--- src/rtl/dcs_pkg.sv ---
// Package: register map, field positions and encodings for the DMA channel sequencer
package dcs_pkg;
   // ----------------------------------------
   // Register map (one channel block each 0x20)
   // ----------------------------------------
   localparam logic [11:0] DCS_CH_STRIDE = 12'h020;
   localparam logic [4:0] DCS_OFF_SRC = 5'h00;
   localparam logic [4:0] DCS_OFF_DST = 5'h04;
   localparam logic [4:0] DCS_OFF_CNT = 5'h08;
   localparam logic [4:0] DCS_OFF_CTRL = 5'h0c;
   localparam logic [4:0] DCS_OFF_TRIG = 5'h10;
   localparam logic [4:0] DCS_OFF_MODE = 5'h14;
   localparam logic [11:0] DCS_OFF_BCT = 12'h080;
   localparam logic [11:0] DCS_OFF_STAT = 12'h084;
   // ----------------------------------------
   // Control register fields
   // ----------------------------------------
   localparam int DCS_CTRL_EN = 0;
   localparam int DCS_CTRL_TC = 1;
   localparam int DCS_CTRL_STG = 2;
   localparam int DCS_CTRL_INIT = 3;
   // Mode register fields
   localparam int DCS_MODE_FLY = 0;
   localparam int DCS_MODE_HALF = 1;
   localparam int DCS_MODE_XFM = 2;
   localparam int DCS_MODE_SW = 4;
   localparam int DCS_MODE_SBE = 5;
   localparam int DCS_MODE_DW = 6;
   localparam int DCS_MODE_SK = 8;
   localparam int DCS_MODE_DK = 11;
   localparam int DCS_MODE_SW16 = 14; // Source bus is 16 bits wide
   // Trigger factor register: bit 7 selects peripheral interrupt, low bits its index
   localparam int DCS_TRIG_PER = 7;
   localparam logic [31:0] DCS_ALIAS_LO = 32'h03ff_f000;
   localparam logic [31:0] DCS_ALIAS_HI = 32'h03ff_ffff;
   // ----------------------------------------
   // Encodings
   // ----------------------------------------
   typedef enum logic [2:0] {
      DCS_T_PERIPH = 3'h0, DCS_T_EXTIO = 3'h1, DCS_T_IRAM = 3'h2,
      DCS_T_EXTMEM = 3'h3, DCS_T_SDRAM = 3'h4, DCS_T_IROM = 3'h5
   } dcs_target_t;
   typedef enum logic [1:0] {
      DCS_XM_SINGLE = 2'h0, DCS_XM_STEP = 2'h1, DCS_XM_BLOCK = 2'h2
   } dcs_xfer_mode_t;
   typedef enum logic [2:0] {
      DCS_CYC_NONE = 3'h0, DCS_CYC_SRAM = 3'h1, DCS_CYC_BCT = 3'h2, DCS_CYC_FLY = 3'h3
   } dcs_cycle_t;
   typedef enum logic [5:0] {
      DCS_IDLE = 6'b000001, DCS_START = 6'b000010, DCS_RD = 6'b000100,
      DCS_GAP = 6'b001000, DCS_WR = 6'b010000, DCS_END = 6'b100000
   } dcs_state_t;
endpackage

--- src/rtl/dcs_sequencer.sv ---
// Four-channel DMA sequencer with APB register slave
//
// The register offsets and register access over APB were left to the implementer.
`timescale 1ns/1ps
// Behaviour
// - No flyby with synchronous DRAM
// - 16-bit wide-to-narrow: one read, two writes
// - Narrow-to-wide: two reads, one write, endian order
// - Byte from wide bus: upper lanes released
// - Byte to wide bus: upper lanes released
// - Little and big endian regions interoperate
// - Two-cycle bus cycle chosen by target
// - Flyby uses dedicated flyby cycle
// - Fixed priority, channel 0 highest
// - Arbitrate only idle; block never switches
// - Single-step regrants higher priority in idle
// - Address and count are master/slave pairs
// - Idle writes update both stages
// - Busy writes hit master; reads slave
// - Transfer ends at count or init
// - Pre-start write overwrites both stages
// - External request level-sampled each clock
// - External request starts enabled idle channel
// - Software trigger starts enabled channel
// - Peripheral interrupt starts enabled channel
module dcs_sequencer
   import dcs_pkg::*;
#(
   parameter int NCH = 4,
   parameter int NPER = 8
) (
   // Clock and reset
   input wire logic pclk,
   input wire logic presetn,
   // APB slave
   input wire logic psel,
   input wire logic penable,
   input wire logic pwrite,
   input wire logic [11:0] paddr,
   input wire logic [31:0] pwdata,
   output logic [31:0] prdata,
   output logic pready,
   output logic pslverr,
   // Start sources
   input wire logic [NCH-1:0] ext_transfer_request,
   input wire logic [NPER-1:0] periph_irq,
   // External bus
   input wire logic bus_ready,
   input wire logic [15:0] bus_rdata_in,
   output logic [31:0] bus_addr,
   output logic bus_rd,
   output logic bus_wr,
   output logic [1:0] bus_lane_en,
   output logic [2:0] bus_cycle,
   output logic [15:0] bus_wdata_out,
   output logic [15:0] bus_data_oe_n,
   output logic [NCH-1:0] transfer_acknowledge,
   output logic [NCH-1:0] terminal_count_pulse
);
   // ----------------------------------------
   // Register storage
   // ----------------------------------------
   logic [31:0] src_m_q [NCH];
   logic [31:0] src_s_q [NCH];
   logic [31:0] dst_m_q [NCH];
   logic [31:0] dst_s_q [NCH];
   logic [15:0] cnt_m_q [NCH];
   logic [15:0] cnt_s_q [NCH];
   logic [15:0] mode_q [NCH];
   logic [7:0] trig_q [NCH];
   logic [NCH-1:0] en_q, tc_q, stg_q, busy_q, reload_q;
   logic [31:0] bct_q;
   dcs_state_t st_q;
   logic [1:0] ch_q;
   logic rd_phase_q;
   logic [15:0] hold_q;

   // ----------------------------------------
   // Decode
   // ----------------------------------------
   wire acc = psel && penable;
   // Registers change only at the edge that completes the transfer
   wire done = acc && pready;
   wire wr_acc = done && pwrite;
   wire [1:0] a_ch = paddr[6:5];
   wire [4:0] a_off = paddr[4:0];
   wire in_ch = (paddr < 12'h080);
   wire a_src = in_ch && (a_off == DCS_OFF_SRC);
   wire a_dst = in_ch && (a_off == DCS_OFF_DST);
   wire a_cnt = in_ch && (a_off == DCS_OFF_CNT);
   wire a_ctl = in_ch && (a_off == DCS_OFF_CTRL);
   wire a_trg = in_ch && (a_off == DCS_OFF_TRIG);
   wire a_mod = in_ch && (a_off == DCS_OFF_MODE);
   wire a_bct = (paddr == DCS_OFF_BCT);
   wire a_sta = (paddr == DCS_OFF_STAT);
   wire mapped = a_src | a_dst | a_cnt | a_ctl | a_trg | a_mod | a_bct | a_sta;

   // Legality of a channel's pairing; flyby only external memory with external I/O
   function automatic logic legal(input logic [15:0] m);
      logic [2:0] s;
      logic [2:0] d;
      s = m[DCS_MODE_SK +: 3];
      d = m[DCS_MODE_DK +: 3];
      if (m[DCS_MODE_FLY]) begin
         // SDRAM on either side is refused for flyby
         legal = ((s == DCS_T_EXTMEM && d == DCS_T_EXTIO) ||
                  (s == DCS_T_EXTIO && d == DCS_T_EXTMEM));
      end else begin
         legal = (d != DCS_T_IROM) && !(s == DCS_T_IRAM && d == DCS_T_IRAM);
      end
   endfunction

   // Bus cycle for one side of a two-cycle transfer
   function automatic logic [2:0] cyc_of(input logic [2:0] t);
      unique case (t)
         DCS_T_EXTIO: cyc_of = DCS_CYC_SRAM;
         DCS_T_EXTMEM, DCS_T_SDRAM: cyc_of = DCS_CYC_BCT;
         default: cyc_of = DCS_CYC_NONE;
      endcase
   endfunction

   // ----------------------------------------
   // Start requests and fixed priority
   // ----------------------------------------
   logic [NCH-1:0] req;
   always_comb begin
      for (int i = 0; i < NCH; i++) begin
         req[i] = en_q[i] && !tc_q[i] && legal(mode_q[i]) &&
            (mode_q[i][DCS_MODE_SW] ? stg_q[i] :
             trig_q[i][DCS_TRIG_PER] ? periph_irq[trig_q[i][2:0]] :
             ext_transfer_request[i]);
      end
   end
   // Lowest index wins
   wire [1:0] win = req[0] ? 2'd0 : req[1] ? 2'd1 : req[2] ? 2'd2 : 2'd3;

   // Current channel configuration
   wire [15:0] cm = mode_q[ch_q];
   wire cfly = cm[DCS_MODE_FLY];
   wire chalf = cm[DCS_MODE_HALF];
   wire s8 = !cm[DCS_MODE_SW16];
   wire d8 = !cm[DCS_MODE_DW];
   wire sbig = cm[DCS_MODE_SBE];
   wire dbig = cm[DCS_MODE_SBE+2];
   wire [1:0] xm = cm[DCS_MODE_XFM +: 2];
   // Number of read beats and write beats, 1 or 2
   wire two_rd = chalf && s8 && !cfly;
   wire two_wr = chalf && d8 && !cfly;
   wire last = (cnt_s_q[ch_q] == 16'h0001);

   // ----------------------------------------
   // Sequencer
   // ----------------------------------------
   always_ff @(posedge pclk or negedge presetn) begin
      if (!presetn) begin
         st_q <= DCS_IDLE;
         ch_q <= 2'd0;
         rd_phase_q <= 1'b0;
         hold_q <= 16'h0000;
      end else begin
         unique case (st_q)
            DCS_IDLE: begin
               // Arbitration only happens here; step mode re-enters here each beat
               if (|req) begin
                  st_q <= DCS_START;
                  ch_q <= win;
               end
            end
            DCS_START: begin
               st_q <= cfly ? DCS_WR : DCS_RD;
               rd_phase_q <= 1'b0;
            end
            DCS_RD: if (bus_ready) begin
               // Gather bytes in endian order of the source region
               if (two_rd) begin
                  if (rd_phase_q ^ sbig) hold_q[15:8] <= bus_rdata_in[7:0];
                  else hold_q[7:0] <= bus_rdata_in[7:0];
               end else begin
                  hold_q <= s8 ? {8'h00, bus_rdata_in[7:0]} : bus_rdata_in;
               end
               if (two_rd && !rd_phase_q) rd_phase_q <= 1'b1;
               else begin
                  rd_phase_q <= 1'b0;
                  st_q <= DCS_GAP;
               end
            end
            DCS_GAP: st_q <= DCS_WR; // One idle clock between read and write
            DCS_WR: if (bus_ready) begin
               if (two_wr && !rd_phase_q) rd_phase_q <= 1'b1;
               else begin
                  rd_phase_q <= 1'b0;
                  // Block mode keeps the channel until terminal count or until its enable is cleared
                  st_q <= (xm == DCS_XM_BLOCK && !last && en_q[ch_q]) ? DCS_START : DCS_END;
               end
            end
            DCS_END: st_q <= DCS_IDLE;
            default: st_q <= DCS_IDLE;
         endcase
      end
   end

   wire beat_done = (st_q == DCS_WR) && bus_ready && !(two_wr && !rd_phase_q);
   wire rd_half = rd_phase_q ^ sbig;
   wire wr_half = rd_phase_q ^ dbig;

   // ----------------------------------------
   // External bus outputs
   // ----------------------------------------
   always_ff @(posedge pclk or negedge presetn) begin
      if (!presetn) begin
         bus_addr <= 32'h0;
         bus_rd <= 1'b0;
         bus_wr <= 1'b0;
         bus_lane_en <= 2'b00;
         bus_cycle <= DCS_CYC_NONE;
         bus_wdata_out <= 16'h0;
         bus_data_oe_n <= 16'hffff;
         transfer_acknowledge <= '0;
         terminal_count_pulse <= '0;
      end else begin
         bus_rd <= (st_q == DCS_RD) && !cfly;
         bus_wr <= (st_q == DCS_WR);
         bus_addr <= (st_q == DCS_RD || cfly) ? src_s_q[ch_q] + 32'(two_rd & rd_phase_q)
                     : dst_s_q[ch_q] + 32'(two_wr & rd_phase_q);
         if (cfly) bus_cycle <= DCS_CYC_FLY;
         else if (st_q == DCS_RD) bus_cycle <= cyc_of(cm[DCS_MODE_SK +: 3]);
         else if (st_q == DCS_WR) bus_cycle <= cyc_of(cm[DCS_MODE_DK +: 3]);
         else bus_cycle <= DCS_CYC_NONE;
         // Byte beats release the upper lanes
         bus_lane_en <= (st_q == DCS_RD) ? ((s8 || !chalf) ? 2'b01 : 2'b11)
                        : ((d8 || !chalf) ? 2'b01 : 2'b11);
         if (st_q == DCS_WR && !cfly) begin
            bus_data_oe_n <= (d8 || !chalf) ? 16'hff00 : 16'h0000;
            if (two_wr) bus_wdata_out <= {8'h00, wr_half ? hold_q[15:8] : hold_q[7:0]};
            else if (chalf && dbig) bus_wdata_out <= {hold_q[7:0], hold_q[15:8]};
            else bus_wdata_out <= hold_q;
         end else begin
            bus_data_oe_n <= 16'hffff;
         end
         for (int i = 0; i < NCH; i++) begin
            transfer_acknowledge[i] <= (st_q != DCS_IDLE) && (ch_q == 2'(i));
            terminal_count_pulse[i] <= beat_done && last && (ch_q == 2'(i));
         end
      end
   end

   // ----------------------------------------
   // Channel registers, two-stage address and count
   // ----------------------------------------
   always_ff @(posedge pclk or negedge presetn) begin
      if (!presetn) begin
         for (int i = 0; i < NCH; i++) begin
            src_m_q[i] <= 32'h0;
            src_s_q[i] <= 32'h0;
            dst_m_q[i] <= 32'h0;
            dst_s_q[i] <= 32'h0;
            cnt_m_q[i] <= 16'h0;
            cnt_s_q[i] <= 16'h0;
            mode_q[i] <= 16'h0;
            trig_q[i] <= 8'h0;
         end
         en_q <= '0;
         tc_q <= '0;
         stg_q <= '0;
         busy_q <= '0;
         bct_q <= 32'h0;
      end else begin
         for (int i = 0; i < NCH; i++) begin
            logic hit, ini;
            hit = wr_acc && (a_ch == 2'(i));
            ini = hit && a_ctl && pwdata[DCS_CTRL_INIT];
            // Busy from first accepted request until its end
            if (st_q == DCS_START && ch_q == 2'(i)) busy_q[i] <= 1'b1;
            if (beat_done && ch_q == 2'(i)) begin
               src_s_q[i] <= src_s_q[i] + (chalf ? 32'h2 : 32'h1);
               dst_s_q[i] <= dst_s_q[i] + (chalf ? 32'h2 : 32'h1);
               cnt_s_q[i] <= cnt_s_q[i] - 16'h0001;
               stg_q[i] <= 1'b0;
            end
            // Slave stage follows writes only while idle
            if (hit && a_src) begin
               src_m_q[i] <= pwdata;
               if (!busy_q[i]) src_s_q[i] <= pwdata;
            end
            if (hit && a_dst) begin
               dst_m_q[i] <= pwdata;
               if (!busy_q[i]) dst_s_q[i] <= pwdata;
            end
            if (hit && a_cnt) begin
               cnt_m_q[i] <= pwdata[15:0];
               if (!busy_q[i]) cnt_s_q[i] <= pwdata[15:0];
            end
            if (hit && a_mod) mode_q[i] <= pwdata[15:0];
            if (hit && a_trg) trig_q[i] <= pwdata[7:0];
            if (hit && a_ctl) begin
               en_q[i] <= pwdata[DCS_CTRL_EN];
               if (pwdata[DCS_CTRL_STG]) stg_q[i] <= 1'b1;
            end
            // Software clears terminal count by a read; the set wins
            if (done && !pwrite && a_ctl && a_ch == 2'(i)) tc_q[i] <= 1'b0;
            // End of transfer reloads slave from master
            if ((beat_done && last && ch_q == 2'(i)) || ini) begin
               src_s_q[i] <= src_m_q[i];
               dst_s_q[i] <= dst_m_q[i];
               cnt_s_q[i] <= cnt_m_q[i];
               busy_q[i] <= 1'b0;
               // A software trigger written in the same cycle survives
               if (!(hit && a_ctl && pwdata[DCS_CTRL_STG])) stg_q[i] <= 1'b0;
               if (ini) en_q[i] <= 1'b0;
               else tc_q[i] <= 1'b1;
            end
         end
         if (wr_acc && a_bct) bct_q <= pwdata;
      end
   end

   // ----------------------------------------
   // APB read mux, access phase with one wait state
   // ----------------------------------------
   wire [31:0] ctl_rd = {28'h0, 1'b0, stg_q[a_ch], tc_q[a_ch], en_q[a_ch]};
   wire [31:0] rd_mux = a_src ? src_s_q[a_ch] : a_dst ? dst_s_q[a_ch] :
                        a_cnt ? {16'h0, cnt_s_q[a_ch]} : a_ctl ? ctl_rd :
                        a_trg ? {24'h0, trig_q[a_ch]} : a_mod ? {16'h0, mode_q[a_ch]} :
                        a_bct ? bct_q : a_sta ? {26'h0, st_q} : 32'h0;

   always_ff @(posedge pclk or negedge presetn) begin
      if (!presetn) begin
         prdata <= 32'h0;
         pready <= 1'b0;
         pslverr <= 1'b0;
      end else begin
         // Ready is raised one cycle into access so read data is registered
         pready <= acc && !pready;
         pslverr <= acc && !pready && !mapped;
         prdata <= (psel && !pwrite) ? rd_mux : 32'h0;
      end
   end
endmodule // dcs_sequencer

--- config.mk ---
export PLATFORM = sky130hd
export DESIGN_NAME = dcs_sequencer
export DESIGN_NICKNAME = d
export VERILOG_FILES = /design/src/rtl/dcs_pkg.sv /design/src/rtl/dcs_sequencer.sv
export SDC_FILE = /design/constraint.sdc
export NUM_CORES = 2
export LEC_CHECK = 0
export BUFFER_PORTS_ARGS = -buffer_cell sky130_fd_sc_hd__buf_4
export CAP_MARGIN = 20
export CORE_MARGIN = 5
export CORE_UTILIZATION = 45
export DETAILED_ROUTE_END_ITERATION = 7
export SYNTH_ARGS = -nofsm -noshare
export SYNTH_HDL_FRONTEND = slang
export SYNTH_SLANG_ARGS = --single-unit
--- constraint.sdc ---
create_clock -name pclk -period 9.2 [get_ports pclk]
set_input_delay 2.3 -clock pclk [delete_from_list [all_inputs] [get_ports pclk]]
set_output_delay 2.3 -clock pclk [all_outputs]
set_load 0.05 [all_outputs]
==> implementation parameters <==
Parameter                              Value

Cells and area
  Area added between synthesis and finish ... 11.2%
  Combined area of the multi-input logic cells ... 28,500 um2
  Total number of nets in the final design ... 5,008
  Register Area ... 22,700 um2
  Share of post-route cells with drive strength above 1 ... 27.1%
  Fill cell count ... 10,500
  Post-layout utilization of the core ... 50.3%

Yosys
  Number of distinct standard cells referenced by the synthesized netlist ... 95
  Yosys warnings ... 0
  Post-synthesis sequential element count ... 907
  Post-synthesis area per instance ... 10.8 um2
  Async set-reset flop share out of synthesis ... 100%
  Synthesized netlist cell count ... 4,954
  Number of enable flip-flop cells after synthesis ... 0
  Dominant register cell in the synthesized netlist ... dfrtp_1
  Synthesized Nets ... 5,064
  Area of the mapped netlist ... 53,300 um2
  Seq/Total Area, Yosys ... 42.6%

Worst setup path
  Origin of the worst setup path ... ch_q[1]
  Crit path kind ... register to register
  Critical Path, Cell by Cell ... buf_4 -> mux4_2 -> or4b_2 -> buf_4 -> nand3_1 -> a31oi_4 -> nand2b_1 -> o31ai_1
  Critical path peak fanout ... 42
  Crit end category ... register
  Slowest cell on the critical path ... a31oi_4
  Worst Path Required ... 9720 ps
  Critical path launch point type ... register
  Cell mode on critical path ... buf_4
  Data arrival time of the critical path ... 6450 ps
  Number of cells traversed by the worst register-to-register path ... 8
  Source of the worst register-to-register timing path ... ch_q[1]
  R2r setup slk ... 3270 ps
  Critical Path Max Stage Delay ... 950 ps
  FF-to-FF End ... src_s_q[92]

Global route
  Global-route usage over all layers ... 28.8%
  Global route overflow ... 0
  First-pass GRT wire length ... 274,000 um
  Vias in the first global route ... 40,400
  Number of antenna violations at the first check in global routing ... 11
  Largest net degree at the start of global routing ... 151

Clock network
  CTS-repair resized insts ... 0
  Clock tree root buffer cell ... clkbuf_16
  Clock latency on the worst-skew pair ... 710 ps
  Number of CTS-inserted buffers ... 101
  Post-CTS setup buffer count ... 0
  Clock slew at the register clock pins of the worst setup and hold paths ... 70 ps
  CTS tree ... done
  Level count of the clock H-tree ... 3
  Hold Buf Count CTS ... 0
  Num Clock Sinks ... 907
  Clock Tree Buf Depth ... 3

Min path
  Worst min-delay path startpoint ... dst_m_q[14]
  Worst hold stages ... 1
  Class of the tightest hold or removal check ... register to register
  Worst min-delay path endpoint ... dst_s_q[14]

Pwr
  Power Internal ... 6740 uW
  Sw Pwr ... 2020 uW
  Part of the power in the clock network ... 51.1%
  Share of total power in combinational logic ... 3.4%
  Power density cells ... 148 nW/um2
  Power share of the sequential group ... 45.5%
  Maximum ir drop on the vdd rail ... 0.149 mV
  Leakage power ... 0.0260 uW
  Switching part of the total ... 23.1%

STA
  Setup repair after global routing missed its margin ... false
  Fin Clk Skew ... 35.9 ps
  Setup Viol. Count Final ... 0
  Maximum clock frequency ... 0.169 GHz
  Clock period minus worst slack ... 5930 ps
  Max-slew violations ... 0
  Portion of the clock cycle consumed by the worst path in the final layout ... 64.5%
  Setup tns final ... 0 ps
  Worst Hold Slack ... 475 ps
  Number of hold violations in the final report ... 0
  Worst-margin pin slew ... 1190 ps
  Normalized max-slew margin ... 20.4%

Detailed routing
  Per-cell via count in the routed design ... 6.49
  Overall routed net length ... 185,000 um
  DR vias ... 42,400
  Number of DRC violations after detailed routing ... 0
  Drt first pass iters ... 6
  Number of DRC markers in iteration 0 ... 4,596
  Antenna-violating nets left ... 0
  Average routed wire per standard cell ... 28.3 um

Floorplan
  Chip Width ... 354 um
  Core area ... 118,000 um2
  Placement row count ... 126
  Die Span Y ... 354 um
  Effective utilization at floorplan ... 45.2%
  # IOs ... 191
  Die area ... 125,000 um2

Placed design
  Number of buffers inserted by port buffering ... 189
  Placed wire-length estimate ... 126,000 um
  Global placement routability congestion ... 0.959

Flow run
  Max-cap viol count ... 0

Run status
  Result of the run ... completed
## synthesized netlist by cell type, types with 17 or more instances
cell | n | share of area [%]
dfrtp_1 | 904 | 42
mux2_2 | 611 | 13
nor2_1 | 389 | 2.7
nand2_1 | 308 | 2.2
clkbuf_1 | 270 | 1.9
a21oi_1 | 213 | 2.0
mux4_2 | 187 | 7.9
o21ai_0 | 183 | 1.7
xnor2_1 | 169 | 2.8
nand4_1 | 140 | 1.6
nor4_1 | 132 | 1.6
nand3_1 | 110 | 1.0
a31oi_1 | 108 | 1.3
nor3_1 | 101 | 0.95
mux2_1 | 87 | 1.8
o31ai_1 | 84 | 1.2
mux2i_1 | 77 | 1.4
inv_1 | 76 | 0.54
buf_2 | 69 | 0.65
or4_1 | 69 | 0.97
xor2_1 | 56 | 0.92
and4_1 | 49 | 0.81
or3_1 | 46 | 0.54
and3_1 | 40 | 0.47
and2_1 | 37 | 0.43
buf_1 | 29 | 0.20
buf_4 | 28 | 0.39
ha_1 | 24 | 0.56
a31o_2 | 23 | 0.38
a22oi_1 | 21 | 0.30
nand2b_1 | 20 | 0.23
nor2b_1 | 19 | 0.22
a221oi_1 | 18 | 0.30
a21o_1 | 17 | 0.24
a22o_1 | 17 | 0.28
buf_6 | 17 | 0.36
## worst max path at each step
stage	end	slack, ps	cells after the start
floorplan	src_s_q[61]	4600	10
global placement	src_s_q[31]	2880	8
detailed placement	src_s_q[13]	2820	8
CTS	src_s_q[75]	3400	9
global route	src_s_q[89]	3130	8
finish	src_s_q[92]	3270	8
## power by group through the flow
stage	combinational (uW)	clock (uW)	sequential, uW
floorplan	98.5	0	4070
detailed placement	298	0	4060
global route	319	4690	3990
finish	297	4480	3990
CTS	299	4540	3990
global placement	297	0	4060
## routing by layer
layer	global-route usage [%]	part of all wire, %	vias to the layer above
met4	11.1	4.3	4
met5	0	0.012	-
met1	41.3	42	21500
li1	-	-	18300
met2	42.8	43	2098
met3	6.17	10	408
## cells in the final DEF (no fill, tap or decap), types with 40 or more instances in the layout
cell,instances
nand3_1,101
and4_1,48
mux2_1,87
a21oi_1,213
clkbuf_16,104
nor4_1,129
nor2_1,382
nand4_1,140
and3_1,40
a31oi_1,107
o21ai_0,183
mux2i_1,77
nor3_1,95
mux4_2,187
buf_4,257
inv_1,76
mux2_2,611
xor2_1,56
dfrtp_1,902
nand2_1,300
or3_1,46
o31ai_1,84
or4_1,69
xnor2_1,169
## state kept, by name (all words and copies together) (netlist names), 64 cells and up
| register | cells |
|---|---|
| dst_s_q | 128 |
| cnt_s_q | 64 |
| dst_m_q | 128 |
| src_s_q | 128 |
| cnt_m_q | 64 |
| mode_q | 64 |
| src_m_q | 128 |
## cell type report
cell class,count,area share (%)
clock buffer,137,4.96
clock inverter,53,1.24
tap,1536,3.24
inverter,77,0.488
timing repair buffer,268,3.60
sequential,907,38.3
antenna,7,0.0296
multi-input combinational,3543,48.1
## worst max-delay path: cells and delay by family, from the launching register on
kind / cells / cell delay (ps)
buffers and inverters: 2 / 1140
AOI/OAI and AO/OA: 2 / 1160
muxes: 1 / 650
and+or+nand+nor: 3 / 2030
DFF: 1 / 680
## cells by family (layout without fill, tap and decap cells)
logic type | count (synthesis) | count (layout) | synth area share (%)
and+or+nand+nor | 1551 | 1551 | 15.4
muxes | 962 | 962 | 24.1
DFF | 907 | 907 | 42.6
AOI/OAI and AO/OA | 771 | 771 | 9.12
buffers and inverters | 504 | 535 | 4.22
xor gates and xnor gates | 225 | 225 | 3.70
adders and majority gates | 32 | 32 | 0.864
other | 2 | 9 | 0.0141
## per-stage QoR
step | power (uW) | worst slack [ps] | cell area (um2) | cells
global route | 9000 | 3130 | 59200 | 6522
detailed placement | 4360 | 2820 | 55500 | 6329
global placement | 4360 | 2880 | 55500 | 6327
floorplan | 4170 | 4600 | 53300 | 4954
finish | 8770 | 3270 | 59300 | 6528
CTS | 8830 | 3400 | 59200 | 6519
Power figures use the tool's default switching activity.
